## src/core/rwg_pkg.sv

```systemverilog
package rwg_pkg;

  // system clock
  localparam int CLK_MHZ = 100;

  // reset hold times, microseconds
  localparam int PWRUP_DELAY_US = 20000;
  localparam int CHARGE_DELAY_US = 20000;
  localparam int PWRUP_CYC = PWRUP_DELAY_US * CLK_MHZ;
  localparam int CHARGE_CYC = CHARGE_DELAY_US * CLK_MHZ;
  localparam int DLY_W = 24;

  // watchdog: 2**19 strobe cycles at the nominal 390.4 kHz strobe is about 1.34 s
  localparam int WD_TIMEOUT_MS = 1300;
  localparam int WD_W = 20;
  localparam int WD_TAP = 19;

  // memory geometry
  localparam int RAM_AW = 8;
  localparam int RAM_DW = 4;
  localparam int RAM_DEPTH = 256;

  // register map, byte offsets within the slave window
  localparam int DEC_W = 12;
  localparam logic [11:0] CTRL_OFF = 12'h000;
  localparam logic [11:0] STATUS_OFF = 12'h004;
  localparam logic [11:0] WDCNT_OFF = 12'h008;

  // control register fields
  localparam int CTRL_WD_EN_BIT = 0;
  localparam int CTRL_FORCE_BIT = 1;
  localparam logic CTRL_WD_EN_RST = 1'b1;

  // bus encodings
  localparam logic [1:0] HTRANS_NONSEQ = 2'h2;
  localparam logic [1:0] HTRANS_SEQ = 2'h3;
  localparam logic HRESP_OKAY = 1'b0;

  typedef enum logic [1:0] {ST_OFF, ST_HOLD, ST_RUN, ST_WDREQ} rwg_state_t;

  typedef struct packed {
    logic [1:0] state;
    logic cal_sw;
    logic supply_ok;
    logic ram_enable_hi;
    logic reset_req;
    logic ctrl_reset_n;
  } rwg_status_t;

  typedef struct packed {
    logic enable_hi;
    logic select_lo;
    logic output_disable;
    logic rw_n;
  } rwg_ram_ctl_t;

endpackage : rwg_pkg

```

## src/core/rwg_top.sv

```systemverilog
// The register addresses and register access over AHB-Lite were left to the implementer.
`timescale 1ns/1ps
// Summary of operation
// - watchdog counter advances once per address latch strobe cycle.
// - every keyboard scan line edge clears the watchdog counter to zero.
// - without clears the counter runs about 1.3 s, then raises reset request.
// - reset request pulls controller reset line low.
// - while reset is held counting stops and reset request drops.
// - after request drops, reset stays low for a charge delay, then releases.
// - at power-up, reset held low for a delay after supply valid.
// - supply below valid level drives reset low immediately.
// - single-step follows reset; controller drives program store enable high first.
// - calibration RAM enable is low whenever reset is low.
// - RAM responds only while its enable is high: powered and out of reset.
// - RAM drives nibble only when read strobe, select low and enable high.
// - RAM select comes from port bit latched each strobe cycle.
// - RAM write only with calibration switch on and write strobe low.
// - RAM uses eight latched address bits and four low data lines.
// - on power loss RAM enable drops, blocking writes to battery RAM.
// - program memory enabled while program store enable low; address from latch, ports.
// - address latch captures low address byte when strobe goes low.
module rwg_top #(
  parameter int PWRUP_CYC = rwg_pkg::PWRUP_CYC,
  parameter int CHARGE_CYC = rwg_pkg::CHARGE_CYC,
  parameter int WD_TAP = rwg_pkg::WD_TAP
) (
  input wire logic hclk,
  input wire logic hresetn,
  // AHB-Lite slave
  input wire logic hsel,
  input wire logic [31:0] haddr,
  input wire logic [1:0] htrans,
  input wire logic hwrite,
  input wire logic [2:0] hsize,
  input wire logic hready,
  input wire logic [31:0] hwdata,
  output logic [31:0] hrdata,
  output logic hreadyout,
  output logic hresp,
  // supervisor pins
  input wire logic supply_ok,
  input wire logic ale,
  input wire logic keyboard_scan_line,
  input wire logic rd_n,
  input wire logic wr_n,
  input wire logic cal_enable_sw,
  input wire logic program_store_enable,
  input wire logic ram_select_port_bit,
  input wire logic [4:0] rom_port_addr,
  input wire logic [7:0] ad_i,
  output logic [7:0] ad_o,
  output logic [7:0] ad_oe,
  output logic ctrl_reset_n,
  output logic single_step_n,
  output logic rom_ce_n,
  output logic [12:0] rom_addr,
  output rwg_pkg::rwg_ram_ctl_t ram_ctl
);

  // ---------------- bus slave ----------------
  logic wr_pend_q;
  logic [11:0] wr_addr_q;
  logic [31:0] hrdata_q;
  logic wd_en_q;
  logic force_q;

  wire addr_phase = hsel && hready && (htrans == rwg_pkg::HTRANS_NONSEQ ||
                                       htrans == rwg_pkg::HTRANS_SEQ);
  wire [11:0] dec_addr = haddr[11:0];
  wire wr_ctrl = wr_pend_q && (wr_addr_q == rwg_pkg::CTRL_OFF);

  rwg_pkg::rwg_state_t state_q;
  rwg_pkg::rwg_state_t state_d;
  logic [rwg_pkg::WD_W-1:0] wd_cnt_q;
  logic [rwg_pkg::WD_W-1:0] wd_cnt_d;
  rwg_pkg::rwg_status_t status;

  wire [31:0] rd_mux;
  assign rd_mux = (dec_addr == rwg_pkg::CTRL_OFF) ? {30'h0, force_q, wd_en_q} :
                  (dec_addr == rwg_pkg::STATUS_OFF) ? {25'h0, status} :
                  (dec_addr == rwg_pkg::WDCNT_OFF) ? {12'h0, wd_cnt_q} :
                  32'h0;

  always_ff @(posedge hclk or negedge hresetn)
  begin
    if (!hresetn)
    begin
      wr_pend_q <= 1'b0;
      wr_addr_q <= 12'h000;
      hrdata_q <= 32'h0;
    end
    else
    begin
      wr_pend_q <= addr_phase && hwrite;
      if (addr_phase)
      begin
        wr_addr_q <= dec_addr;
      end
      if (addr_phase && !hwrite)
      begin
        hrdata_q <= rd_mux;
      end
    end
  end

  assign hrdata = hrdata_q;
  assign hreadyout = 1'b1;
  assign hresp = rwg_pkg::HRESP_OKAY;

  // ---------------- strobe edge detect ----------------
  logic ale_q;
  logic scan_q;
  wire ale_fall = ale_q && !ale;
  wire scan_edge = scan_q ^ keyboard_scan_line;
  wire running = (state_q == rwg_pkg::ST_RUN);

  always_ff @(posedge hclk or negedge hresetn)
  begin
    if (!hresetn)
    begin
      ale_q <= 1'b1;
      scan_q <= 1'b0;
    end
    else
    begin
      ale_q <= ale;
      scan_q <= keyboard_scan_line;
    end
  end

  // ---------------- control register ----------------
  always_ff @(posedge hclk or negedge hresetn)
  begin
    if (!hresetn)
    begin
      wd_en_q <= rwg_pkg::CTRL_WD_EN_RST;
      force_q <= 1'b0;
    end
    else
    begin
      if (wr_ctrl)
      begin
        wd_en_q <= hwdata[rwg_pkg::CTRL_WD_EN_BIT];
      end
      // software reset request, cleared once reset is taken
      if (wr_ctrl && hwdata[rwg_pkg::CTRL_FORCE_BIT])
      begin
        force_q <= 1'b1;
      end
      else if (!running)
      begin
        force_q <= 1'b0;
      end
    end
  end

  // ---------------- watchdog ----------------
  always_comb
  begin
    wd_cnt_d = wd_cnt_q;
    if (!running)
    begin
      wd_cnt_d = '0;
    end
    else if (scan_edge)
    begin
      wd_cnt_d = '0;
    end
    else if (ale_fall && wd_en_q && !wd_cnt_q[WD_TAP])
    begin
      wd_cnt_d = wd_cnt_q + 1'b1;
    end
  end

  always_ff @(posedge hclk or negedge hresetn)
  begin
    if (!hresetn)
    begin
      wd_cnt_q <= '0;
    end
    else
    begin
      wd_cnt_q <= wd_cnt_d;
    end
  end

  // tap chosen for about 1.3 s at nominal strobe rate
  wire reset_req = wd_cnt_q[WD_TAP] || force_q;

  // ---------------- reset sequencer ----------------
  logic [rwg_pkg::DLY_W-1:0] dly_q;
  logic [rwg_pkg::DLY_W-1:0] dly_d;

  always_comb
  begin
    state_d = state_q;
    dly_d = dly_q;
    case (state_q)
      rwg_pkg::ST_OFF:
      begin
        if (supply_ok)
        begin
          state_d = rwg_pkg::ST_HOLD;
          dly_d = rwg_pkg::DLY_W'(PWRUP_CYC - 1);
        end
      end
      rwg_pkg::ST_HOLD:
      begin
        if (dly_q == '0)
        begin
          state_d = rwg_pkg::ST_RUN;
        end
        else
        begin
          dly_d = dly_q - 1'b1;
        end
      end
      rwg_pkg::ST_RUN:
      begin
        if (reset_req)
        begin
          state_d = rwg_pkg::ST_WDREQ;
        end
      end
      rwg_pkg::ST_WDREQ:
      begin
        if (!reset_req)
        begin
          state_d = rwg_pkg::ST_HOLD;
          dly_d = rwg_pkg::DLY_W'(CHARGE_CYC - 1);
        end
      end
      default:
      begin
        state_d = rwg_pkg::ST_OFF;
      end
    endcase
    if (!supply_ok)
    begin
      state_d = rwg_pkg::ST_OFF;
    end
  end

  always_ff @(posedge hclk or negedge hresetn)
  begin
    if (!hresetn)
    begin
      state_q <= rwg_pkg::ST_OFF;
      dly_q <= '0;
    end
    else
    begin
      state_q <= state_d;
      dly_q <= dly_d;
    end
  end

  // supply loss cuts reset and RAM enable in the same cycle
  assign ctrl_reset_n = running && supply_ok;
  assign single_step_n = ctrl_reset_n;

  assign status.state = state_q;
  assign status.cal_sw = cal_enable_sw;
  assign status.supply_ok = supply_ok;
  assign status.ram_enable_hi = ram_ctl.enable_hi;
  assign status.reset_req = reset_req;
  assign status.ctrl_reset_n = ctrl_reset_n;

  // ---------------- address and select latch ----------------
  logic [7:0] addr_q;
  logic sel_lo_q;

  always_ff @(posedge hclk or negedge hresetn)
  begin
    if (!hresetn)
    begin
      addr_q <= 8'h00;
      sel_lo_q <= 1'b1;
    end
    else if (ale_fall)
    begin
      addr_q <= ad_i;
      sel_lo_q <= ram_select_port_bit;
    end
  end

  // ---------------- program memory ----------------
  assign rom_ce_n = program_store_enable;
  assign rom_addr = {rom_port_addr, addr_q};

  // ---------------- calibration RAM ----------------
  logic [rwg_pkg::RAM_DW-1:0] cal_mem [rwg_pkg::RAM_DEPTH];
  logic [rwg_pkg::RAM_DW-1:0] rd_nib_q;

  assign ram_ctl.enable_hi = ctrl_reset_n;
  assign ram_ctl.select_lo = sel_lo_q;
  assign ram_ctl.output_disable = rd_n;
  assign ram_ctl.rw_n = !(cal_enable_sw && !wr_n);

  wire ram_sel = ram_ctl.enable_hi && !ram_ctl.select_lo;
  wire ram_wr = ram_sel && !ram_ctl.rw_n;
  wire ram_drive = ram_sel && !ram_ctl.output_disable;

  // battery backed: contents are not cleared by reset
  always_ff @(posedge hclk)
  begin
    if (ram_wr)
    begin
      cal_mem[addr_q] <= ad_i[rwg_pkg::RAM_DW-1:0];
    end
  end

  always_ff @(posedge hclk or negedge hresetn)
  begin
    if (!hresetn)
    begin
      rd_nib_q <= 4'h0;
    end
    else
    begin
      rd_nib_q <= cal_mem[addr_q];
    end
  end

  assign ad_o = {4'h0, rd_nib_q};
  assign ad_oe = {4'h0, {rwg_pkg::RAM_DW{ram_drive}}};

  // ---------------- checks ----------------
  logic [3:0] hold_cnt_q;
  always_ff @(posedge hclk or negedge hresetn)
  begin
    if (!hresetn)
    begin
      hold_cnt_q <= 4'h0;
    end
    else if (ctrl_reset_n)
    begin
      hold_cnt_q <= 4'h0;
    end
    else if (hold_cnt_q != 4'hF)
    begin
      hold_cnt_q <= hold_cnt_q + 4'h1;
    end
  end
endmodule : rwg_top

```

## config.mk

```make
export PLATFORM = sky130hd
export DESIGN_NAME = rwg_top
export DESIGN_NICKNAME = d
export VERILOG_FILES = /design/src/core/rwg_pkg.sv /design/src/core/rwg_top.sv
export SDC_FILE = /design/constraint.sdc
export NUM_CORES = 1
export LEC_CHECK = 0
export BUFFER_PORTS_ARGS = -buffer_cell sky130_fd_sc_hd__buf_4
export CELL_PAD_IN_SITES_DETAIL_PLACEMENT = 2
export CELL_PAD_IN_SITES_GLOBAL_PLACEMENT = 2
export CORE_ASPECT_RATIO = 1.2
export CORE_MARGIN = 4
export CORE_UTILIZATION = 51
export CTS_CLUSTER_DIAMETER = 40
export DETAILED_ROUTE_END_ITERATION = 6
export MAX_ROUTING_LAYER = met4
export PLACE_DENSITY = 0.82
export SYNTH_ARGS = -nofsm -noshare
export SYNTH_HDL_FRONTEND = slang
export SYNTH_SLANG_ARGS = --single-unit
```

## constraint.sdc

```tcl
create_clock -name hclk -period 6 [get_ports hclk]
set_input_delay 1.2 -clock hclk [delete_from_list [all_inputs] [get_ports hclk]]
set_output_delay 1.2 -clock hclk [all_outputs]
set_load 0.02 [all_outputs]
```

# Word level (Yosys, flattened, before mapping)
# Memory sizes are Yosys's and may differ from the RTL's. A register that Yosys moved wholly into a read port is not among the register bits.
# Cells that the tools add are included.
# Widths: inputs -> output; s select.
# totals
ff_bits,104
latchBits,0
ramBits,1024
romBits,0
input_bits,95
out_inout_bits,70
word_cells,81
n_memories,1
# op_classes
add_sub_neg,2
multipliers,0
div_mod_pow,0
order_cmp,0
n_eq_ne,15
n_shift,0
mux,19
n_bitwise,1
reduce_logical,31
# memory_table
memory,depth,width,rd,rd_clocked_by_memory_dff,write_ports,line_no,text
cal_mem,256,4,1,1,1,rwg_top.sv:292,logic [rwg_pkg::RAM_DW-1:0] cal_mem [rwg_pkg::RAM_DEPTH];
# ops
op,count
$mux 20,6
$mux 24,3
$pmux 24 s3,1
$logic_not 12->1,2
$logic_not 24->1,1
$sub 24x1->24 const B,1
$add 20x1->20 const B,1
$logic_and 1x1->1,14
$eq 12x3->1 const B,1
$eq 12x4->1 const B,1
$eq 2x2->1 const B,4
$logic_not 1->1,8
$mux 2,4
$pmux 2 s4,1
$ne 2x2->1 const B,3
$ne 3x2->1 const B,2
$ne 3x3->1 const B,2
$mux 1,4
$reduce_and 4->1,1
$reduce_and 3->1,1
$reduce_bool 3->1,1
$eq 2x1->1 const B,1
$logic_not 2->1,1
$logic_or 1x1->1,2
other kinds (2),2

# Logic depth before layout (Yosys ltp)
# Gate-level depths: netlist of run 1.
# logic_depth
word_depth,7
depth_mapped,9
depth_no_buf,8

# Least setup slack after synthesis of run 1
# OpenSTA, ideal clock, no wires.
# synth_path
path_kind,in2reg
from,in wr_n
to,mem cal_mem[208][0] (netlist name) (enable)
setup_ps,329
t_arrival_ps,2828
required_ps,5671
setup_slack_ps,2843
stages,6
path_buffers,1
cell_sequence,nand2b_1 -> or3_1 -> nor3b_1 -> nand3_1 -> clkbuf_1 -> nor2_1
# synth_between
elab_chain_len,5
# synth_lines
element,line_no,text
start: declaration,rwg_top.sv:45,"input wire logic wr_n,"
$logic_not 1->1,rwg_top.sv:298,assign ram_ctl.rw_n = !(cal_enable_sw && !wr_n);
$logic_and 1x1->1,rwg_top.sv:298,
$logic_and 1x1->1,rwg_top.sv:301,wire ram_wr = ram_sel && !ram_ctl.rw_n;
$mux 1,rwg_top.sv:307,if (ram_wr)
$mux 1 (not written as such),rwg_top.sv:309,cal_mem[addr_q] <= ad_i[rwg_pkg::RAM_DW-1:0];
end: declaration,rwg_top.sv:292,
# Every way passes these cells.

# Final worst setup path of run 1
# layout_path
from,reg state_q[0]
to,mem cal_mem[226][2] (netlist name) (enable)
# layout_between
elab_chain_len,6
# layout_lines
element,line_no,text
start: declaration,rwg_top.sv:72,rwg_pkg::rwg_state_t state_q;
start signal: assignment,rwg_top.sv:248,state_q <= rwg_pkg::ST_OFF;
start signal: assignment,rwg_top.sv:253,state_q <= state_d;
$eq 2x2->1,rwg_top.sv:115,wire running = (state_q == rwg_pkg::ST_RUN);
$logic_and 1x1->1,rwg_top.sv:259,assign ctrl_reset_n = running && supply_ok;
$logic_and 1x1->1,rwg_top.sv:300,wire ram_sel = ram_ctl.enable_hi && !ram_ctl.select_lo;
$logic_and 1x1->1,rwg_top.sv:301,
$mux 1,rwg_top.sv:307,
$mux 1 (not written as such),rwg_top.sv:309,
# Every way passes these cells.

==> results of run 1 <==
-- worst max-delay path, cell delays in order, from the launching register on --
cell	delay (ps)
dfrtp_1	470
inv_1	130
ha_1	350
nand2_1	230
nor3_1	520
nand2_1	120
nor2_1	960
nand3_1	820
nor2_1	760
-- report_power, final --
| group | total, µW | internal (µW) | leakage, µW | switching (µW) |
|---|---|---|---|---|
| Combinational | 1970 | 700 | 0.00341 | 1270 |
| Clock | 9000 | 5340 | 0.00234 | 3660 |
| Sequential | 8690 | 8570 | 0.0104 | 126 |
| Total | 19700 | 14600 | 0.0162 | 5060 |
-- layout make-up --
cell class / instances / area (µm²) / share of cell area
Timing Repair Buffer: 105 / 865.8 / 0.01704
Clock buffer: 165 / 3841 / 0.07560
Antenna cell: 1 / 2.502 / 0.00004925
Tap cell: 1140 / 1426 / 0.02807
Multi-Input combinational cell: 1091 / 10450 / 0.2056
Inverter: 9 / 33.78 / 0.0006648
Clock inverter: 96 / 1031 / 0.02029
Sequential cell: 1120 / 33160 / 0.6527
-- final timing paths --
kind / slack [ps] / endpoint / cells after the start
setup reg to reg: 1250 / cal_mem[226][2] / 8
setup / recovery: 1250 / cal_mem[226][2] / 8
min in group asynchronous: 630 / dly_q[9] / 1
hold reg to reg: 500 / hrdata[1] / 2
max in group asynchronous: 4230 / addr_q[1] / 2
hold / removal: 500 / hrdata[1] / 2
-- through the flow --
step / instances / util
final: 3727 / 0.5883
after global routing: 3727 / 0.5883
after CTS: 3726 / 0.5883
after detailed placement: 3465 / 0.5319
after global placement: 3465 / 0.5319
after floorplan: 2400 / -
-- registers in the layout, summed over array words and instances, names as in the netlist --
register	count
wd_en_q	1
sel_lo_q	1
scan_q	1
dly_q	24
wd_cnt_q	20
hrdata	20
rd_nib_q	4
cal_mem	1024
state_q	2
wr_addr_q	12
addr_q	8
force_q	1
ale_q	1
wr_pend_q	1
-- Yosys cell counts, drive strengths merged (2+ instances only) --
| cell | count |
|---|---|
| or4 | 4 |
| a22oi | 135 |
| xor2 | 29 |
| nand3 | 28 |
| dfstp | 3 |
| o22ai | 4 |
| and4 | 3 |
| nor2b | 11 |
| mux4 | 256 |
| xnor2 | 6 |
| mux2i | 5 |
| a31oi | 3 |
| nor3 | 7 |
| ha | 7 |
| and3 | 4 |
| nand2 | 61 |
| a21oi | 71 |
| nand3b | 7 |
| mux2 | 22 |
| nand4 | 12 |
| conb | 2 |
| inv | 9 |
| o31ai | 2 |
| nand4b | 3 |
| nand2b | 10 |
| nor2 | 315 |
| o41ai | 8 |
| edfxtp | 1024 |
| and2 | 4 |
| dfrtp | 93 |
| a41oi | 2 |
| o21ai | 15 |
| buf | 81 |
| clkbuf | 99 |
| a22o | 13 |
| nor4 | 13 |
-- per-layer routing --
layer / track usage / routed length [µm] / up-vias / part of all wire
li1: - / - / 9695 / -
met1: 0.4120 / 54850 / 13320 / 0.37
met2: 0.5404 / 74820 / 1526 / 0.50
met3: 0.06571 / 11580 / 395 / 0.078
met4: 0.1383 / 6961 / 0 / 0.047
met5: - / 0 / - / 0
-- cells by family after synthesis --
| kind of cell | count (synthesis) | synth area share |
|---|---|---|
| other cells | 2 | 0.0001689 |
| flops | 1120 | 0.7459 |
| mux | 283 | 0.1364 |
| xor+xnor | 35 | 0.006896 |
| fa+ha+maj | 7 | 0.001970 |
| buf+inv | 189 | 0.02226 |
| simple gates | 487 | 0.04734 |
| compound gates | 257 | 0.03910 |
==> metrics.md, run 1 <==
| Metric | Value |
|---|---|
| Clock latency on the worst-skew pair | 760 ps |
| Largest net degree at the start of global routing | 165 |
| Worst-path maximum fanout | 16 |
| Top cell type's share of synthesized area | 0.6917 |
| Number of synthesized flops with an enable pin | 1024 |
| Gr usage total | 0.3320 |
| #FFs+latches synth | 1120 |
| CP required | 6370 ps |
| Die Ht | 331.4 µm |
| Global-route wire length before repair | 211.2 mm |
| Commonest non-fill, non-tap cells in the layout | 1024 x edfxtp_1, 314 x nor2_1, 256 x mux4_2, 151 x clkbuf_16, 135 x a22oi_1 |
| Post-DP Area | 45940 µm² |
| Drt pass-1 iters | 7 |
| Minimum clock period | 4751 ps |
| Slew margin rel. | 0.06447 |
| Post-CTS Setup Bufs | 0 |
| Clk pin slew, worst setup/hold paths | 60 ps |
| Type of origin of the critical path | register |
| Setup CP Type | register to register |
| Layout cells sized above 1 | 0.2498 |
| Ports | 165 |
| Vias in the first global route | 27150 |
| WP data arrival | 5120 ps |
| Post-synth top flop | edfxtp_1 |
| CTS Hold Bufs | 0 |
| Max-cap viol count | 0 |
| Cells after Synth | 2380 |
| R2R Path Start | state_q[0] |
| Pwr/cell area | 387.0 nW/µm² |
| Die area | 91970 µm² |
| Synth area leaders | edfxtp_1 69%, mux4_2 13%, dfrtp_1 5.2% |
| Final Hold Fails | 0 |
| Port Buffers | 76 |
| FP Rows | 118 |
| Vias | 24940 |
| Max clock buf depth | 3 |
| Root buffer cell | clkbuf_16 |
| CP startpoint | state_q[0] |
| Violated checks | DRC |
| F_max | 210.5 MHz |
| Final Cell Area | 50810 µm² |
| Final Max Slew Viols | 0 |
| Post-route setup slack | 1249 ps |
| Hold WS | 497.8 ps |
| IR drop worst, VDD | 0.3960 mV |
| Final setup viols | 0 |
| Leakage power | 0.01616 µW |
| Slew @ Worst Pin | 1403 ps |
| Initial Util | 0.5147 |
| Core area | 86370 µm² |
| WL per Instance | 39.76 µm |
| RSZ-0062 raised after global routing | no |
| Setup TNS | 0 ps |
| Vias per cell | 6.691 |
| Horiz. Die Dim | 277.5 µm |
| Largest area contributor in the netlist | edfxtp_1 |
| YS warnings | 0 |
| Critical Path End Type | register |
| Initial antenna violation count | 5 |
| Outcome | finished, violations left |
| PostCTS Resize Cnt | 0 |
| Synthesized area per cell | 18.68 µm² |
| Layout net count | 2573 |
| Tightest Hold Check Type | register to register |
| Layout area overhead | 14.31% |
| CTS Buf Count | 144 |
| Commonest non-fill, non-tap cell in the layout | edfxtp_1 |
| Post-synth cell types | 50 |
| ANT nets after route | 0 |
| H-Tree Depth | 4 |
| Grt ovf | 0 |
| Routability Congestion | 0.8008 |
| Async SR Flop Fraction | 0.08571 |
| Final wirelength | 148.2 mm |
| Post-DP HPWL | 80.48 mm |
| Post-synthesis sequential area ratio | 0.7459 |
| Pre-CTS setup slack | 1320 ps |
| Total power | 19660 µW |
| Synthesized area | 44450 µm² |
| CTS tree | built |
| Fillers | 6988 |
| Clock Sinks | 1120 |
| Iteration-0 DRC Markers | 3054 |
| Final Skew | 35.34 ps |
| Post-route DRC | 2 |
| Final worst path period share | 0.7918 |
| Hold Startpoint | hrdata[1] |
Power figures use the tool's default switching activity.
==> run 2: changes to the inputs <==
--- a/config.mk
+++ b/config.mk
@@ -5,16 +5,17 @@
 export SDC_FILE = /design/constraint.sdc
 export NUM_CORES = 1
 export LEC_CHECK = 0
+export ABC_AREA = 1
 export BUFFER_PORTS_ARGS = -buffer_cell sky130_fd_sc_hd__buf_4
 export CELL_PAD_IN_SITES_DETAIL_PLACEMENT = 2
 export CELL_PAD_IN_SITES_GLOBAL_PLACEMENT = 2
 export CORE_ASPECT_RATIO = 1.2
 export CORE_MARGIN = 4
-export CORE_UTILIZATION = 51
+export CORE_UTILIZATION = 41
 export CTS_CLUSTER_DIAMETER = 40
 export DETAILED_ROUTE_END_ITERATION = 6
 export MAX_ROUTING_LAYER = met4
-export PLACE_DENSITY = 0.82
+export PLACE_DENSITY = 0.78
 export SYNTH_ARGS = -nofsm -noshare
 export SYNTH_HDL_FRONTEND = slang
 export SYNTH_SLANG_ARGS = --single-unit
==> constraint.sdc (replaced) <==
create_clock -name hclk -period 4.65 [get_ports hclk]
set_input_delay 0.93 -clock hclk [delete_from_list [all_inputs] [get_ports hclk]]
set_output_delay 0.93 -clock hclk [all_outputs]
set_load 0.02 [all_outputs]
==> run 2 against run 1 <==
  * The run still ends with DRC left
  * Synthesized cell count up 100%
  * Critical path depth stayed put
  * Power rose by 36%
  * Sequential share of layout area fell by 5.4 points
  * Worst setup slack got worse by 310 ps
  * Non-clock buffer count increased by 50
  * Worst hold slack got worse by 220 ps
  * Area after synthesis increased by 7.3%
  * Wire length up 13%
  * Cell count grew 74%
  * Highest routed layer unchanged
==> metrics.md, run 2 <==
| Metric | Value |
|---|---|
| Commonest non-fill, non-tap cells in the layout | 2507 x nand2_1, 1024 x edfxtp_1, 374 x nor2_1, 166 x clkbuf_16, 131 x buf_4 |
| Final worst path period share | 0.7980 (+0.006111) |
| Routability Congestion | 0.7989 (-0.24%) |
| Vias per cell | 5.422 (-19%) |
| Setup CP Type | register to register |
| Minimum clock period | 3710 ps (-1041 ps) |
| Clk pin slew, worst setup/hold paths | 50 ps (about the same) |
| Global-route wire length before repair | 250.5 mm (+19%) |
| Root buffer cell | clkbuf_16 |
| Count leader, synth | nand2_1 |
| Critical Path End Type | register |
| Largest area contributor in the netlist | edfxtp_1 |
| PostCTS Resize Cnt | 0 (unchanged) |
| Total power | 26810 µW (+36%) |
| Layout net count | 4922 (+91%) |
| Max-cap viol count | 0 (unchanged) |
| F_max | 269.5 MHz (+28%) |
| Largest net degree at the start of global routing | 118 (-28%) |
| Slowest cell on crit path | nor2_1 |
| Initial antenna violation count | 1 (-4) |
| R2R cell count | 8 (unchanged) |
| Drt pass-1 iters | 7 (unchanged) |
| Cells after Synth | 4755 (+100%) |
| Final Max Slew Viols | 0 (unchanged) |
| Post-synth cell types | 37 (-26%) |
| Clock Sinks | 1120 (unchanged) |
| CP required | 5050 ps (-1320 ps) |
| Hold Startpoint | ale |
| YS warnings | 0 (unchanged) |
| WL met2 | 86.77 mm (+16%) |
| Worst-path maximum fanout | 16 (unchanged) |
| Top cell type's share of synthesized area | 0.6444 (-0.04734) |
| CP most frequent cell | nand2_1 |
| WP data arrival | 4110 ps (-1010 ps) |
| Synth area leaders | edfxtp_1 64%, nand2_1 20%, dfrtp_1 4.9% |
| Slew margin rel. | 0.2836 (+0.2191) |
| Post-synth top flop | edfxtp_1 |
| Fillers | 11810 (+69%) |
| Initial Util | 0.4148 (-0.09984) |
| Synthesized area per cell | 10.04 µm² (-46%) |
| Post-CTS Setup Bufs | 0 (unchanged) |
| Setup TNS | 0 ps (unchanged) |
| Cell Count, Final, Fillers Out | 6475 (+74%) |
| Critical path, cell by cell | inv_1, ha_1, nand2_1, nor2_1, nand2_1, nor3_1, nand2_1, nor2_1 |
| Type of origin of the critical path | register |
| Synthesized area | 47720 µm² (+7.3%) |
| Core area | 115000 µm² (+33%) |
| Horiz. Die Dim | 319.4 µm (+15%) |
| Final Skew | 24.60 ps (-10.74 ps) |
| Max clock buf depth | 3 (unchanged) |
| IR drop worst, VDD | 0.4044 mV (+2.1%) |
| Most instantiated cells after synthesis | 2509 x nand2_1, 1024 x edfxtp_1, 378 x nor2_1 |
| Final Hold Fails | 0 (unchanged) |
| Tightest Hold Check Type | input port to register |
| Number of synthesized flops with an enable pin | 1024 (unchanged) |
| Outcome | finished, violations left |
| Combinational power share | 0.115 (+0.015) |
| Port Buffers | 76 (unchanged) |
| Met1 WL | 65.93 mm (+20%) |
| Slew @ Worst Pin | 1072 ps (-331.3 ps) |
| FP Rows | 136 (+15%) |
| Layout area overhead | 16.11% |
| Grt ovf | 0 (unchanged) |
| R2R Setup Slk | 940 ps (-310 ps) |
| WL met3 | 7.747 mm (-33%) |
| CTS Hold Bufs | 1 (+1) |
| #FFs+latches synth | 1120 (unchanged) |
| Max stage delay on crit path | 690 ps (-270 ps) |
| ANT nets after route | 0 (unchanged) |
| WL per Instance | 25.97 µm (-35%) |
| Die area | 121900 µm² (+33%) |
| Vias | 35110 (+41%) |
| RSZ-0062 raised after global routing | no |
| Final wirelength | 168.2 mm (+13%) |
| Pwr/cell area | 484.0 nW/µm² (+25%) |
| Vias in the first global route | 39870 (+47%) |
| CTS tree | built |
| R2R Path Start | state_q[0] |
| Final setup viols | 0 (unchanged) |
| Die Ht | 381.7 µm (+15%) |
| Commonest non-fill, non-tap cell in the layout | nand2_1 |
| Post-route DRC | 2 (unchanged) |
| Flop pwr share | 0.416 (-0.026) |
| Highest routed layer | met4 |
| Top reg by flops | cal_mem |
| Iteration-0 DRC Markers | 2734 (-10%) |
| Violated checks | DRC |
| Post-DP HPWL | 99.39 mm (+23%) |
| Top Registers | cal_mem (1024), dly_q (24) |
| Reg2reg end | cal_mem[30][1] |
| Switching power | 7241 µW (+43%) |
| DP Cell Count | 6179 (+78%) |
| Ports | 165 (unchanged) |
| Min-Delay Path Depth | 1 (-1) |
| Async SR Flop Fraction | 0.08571 (unchanged) |
| Switch share | 0.2700 (+0.01288) |
| Int Pwr | 19570 µW (+34%) |
| Gr usage total | 0.2821 (-0.04989) |
| CTS Buf Count | 156 (+8.3%) |
| Post-synthesis sequential area ratio | 0.6948 (-0.05104) |
| Number of flip-flops in the largest register | 1024 (unchanged) |
| Leakage power | 0.02220 µW (+37%) |
| Clock latency on the worst-skew pair | 780 ps (+20 ps) |
| Clock power share | 0.469 (+0.011) |
| Layout cells sized above 1 | 0.08799 (-0.1618) |
| H-Tree Depth | 4 (unchanged) |
| Hold endpoint | ale_q |
[run 2: changes by cell type after synthesis, sizes merged, moves of 19 or more]
cell / before / now
nand2: 61 / 2510
nor2: 315 / 378
nor3: 7 / 26
a22oi: 135 / 0
a21oi: 71 / 50
mux4: 256 / 0
o21ai: 15 / 145
xor2: 29 / 4
nand3: 28 / 112
inv: 9 / 92
buf: 81 / 162
[run 2: layout make-up]
type	instances	area, µm²	area share
Clock buffer	185	4235	0.07644
Tap cell	1518	1899	0.03428
Sequential cell	1120	33160	0.5986
Multi-Input combinational cell	3295	13070	0.2359
Inverter	92	362.8	0.006549
Antenna cell	2	5.005	0.00009033
Clock inverter	108	1241	0.02240
Timing Repair Buffer	155	1431	0.02583
[run 2: critical path: cells and delay by family, from the launching register on]
family,cells,cell delay (ps)
AND/OR/NAND/NOR,6,2460
flip-flops,1,410
adder cells (fa/ha/maj),1,330
buffers and inverters,1,130
[run 2: logic make-up (layout without fill, tap and decap cells)]
family,after synthesis,after routing,share of synthesized area
adder cells (fa/ha/maj),7,7,0.001835
flip-flops,1120,1120,0.6948
other,2,24,0.0001574
XOR/XNOR,6,6,0.001101
AND/OR/NAND/NOR,3044,3044,0.2442
buffers and inverters,360,540,0.03364
multiplexers,4,4,0.0009439
AO/OA/AOI/OAI,212,212,0.02328
[run 2: worst max-delay path by stage]
stage	from	to	slack, ps	depth (start not counted)
floorplan	cal_enable_sw	cal_mem[136][0]	2240	7
global placement	supply_ok	cal_mem[213][1]	1170	7
detailed placement	supply_ok	cal_mem[30][2]	1040	7
CTS	state_q[0]	cal_mem[30][1]	980	8
global route	state_q[0]	cal_mem[30][1]	810	8
finish	state_q[0]	cal_mem[30][1]	940	8
[run 2: metal layers]
metal / up-vias / global-route usage
met5: - / -
met4: 0 / 0.1267
met3: 403 / 0.04966
met2: 921 / 0.4945
met1: 18100 / 0.3149
li1: 15680 / -
[run 2: stage by stage]
step | setup WS, ps | hold WS (ps) | instance area [µm²] | util
floorplan | 2240 | 453.4 | 47790 | -
global placement | 1175 | 468.4 | 49910 | 0.4339
detailed placement | 1037 | 477.1 | 49910 | 0.4339
CTS | 978.1 | 226.3 | 55400 | 0.4816
global route | 813.2 | 236.6 | 55400 | 0.4816
finish | 939.5 | 274.6 | 55410 | 0.4817
[run 2: power by group through the flow]
| stage | registers (µW) | clock network [µW] | logic, µW |
|---|---|---|---|
| 6_report | 11200 | 12600 | 3090 |
| 5_1_grt | 11200 | 13200 | 3380 |
| 4_1_cts | 11200 | 12700 | 3110 |
| 3_5_place_dp | 11400 | 0 | 3010 |
| 3_3_place_gp | 11400 | 0 | 2860 |
| 2_1_floorplan | 11300 | 0 | 1680 |
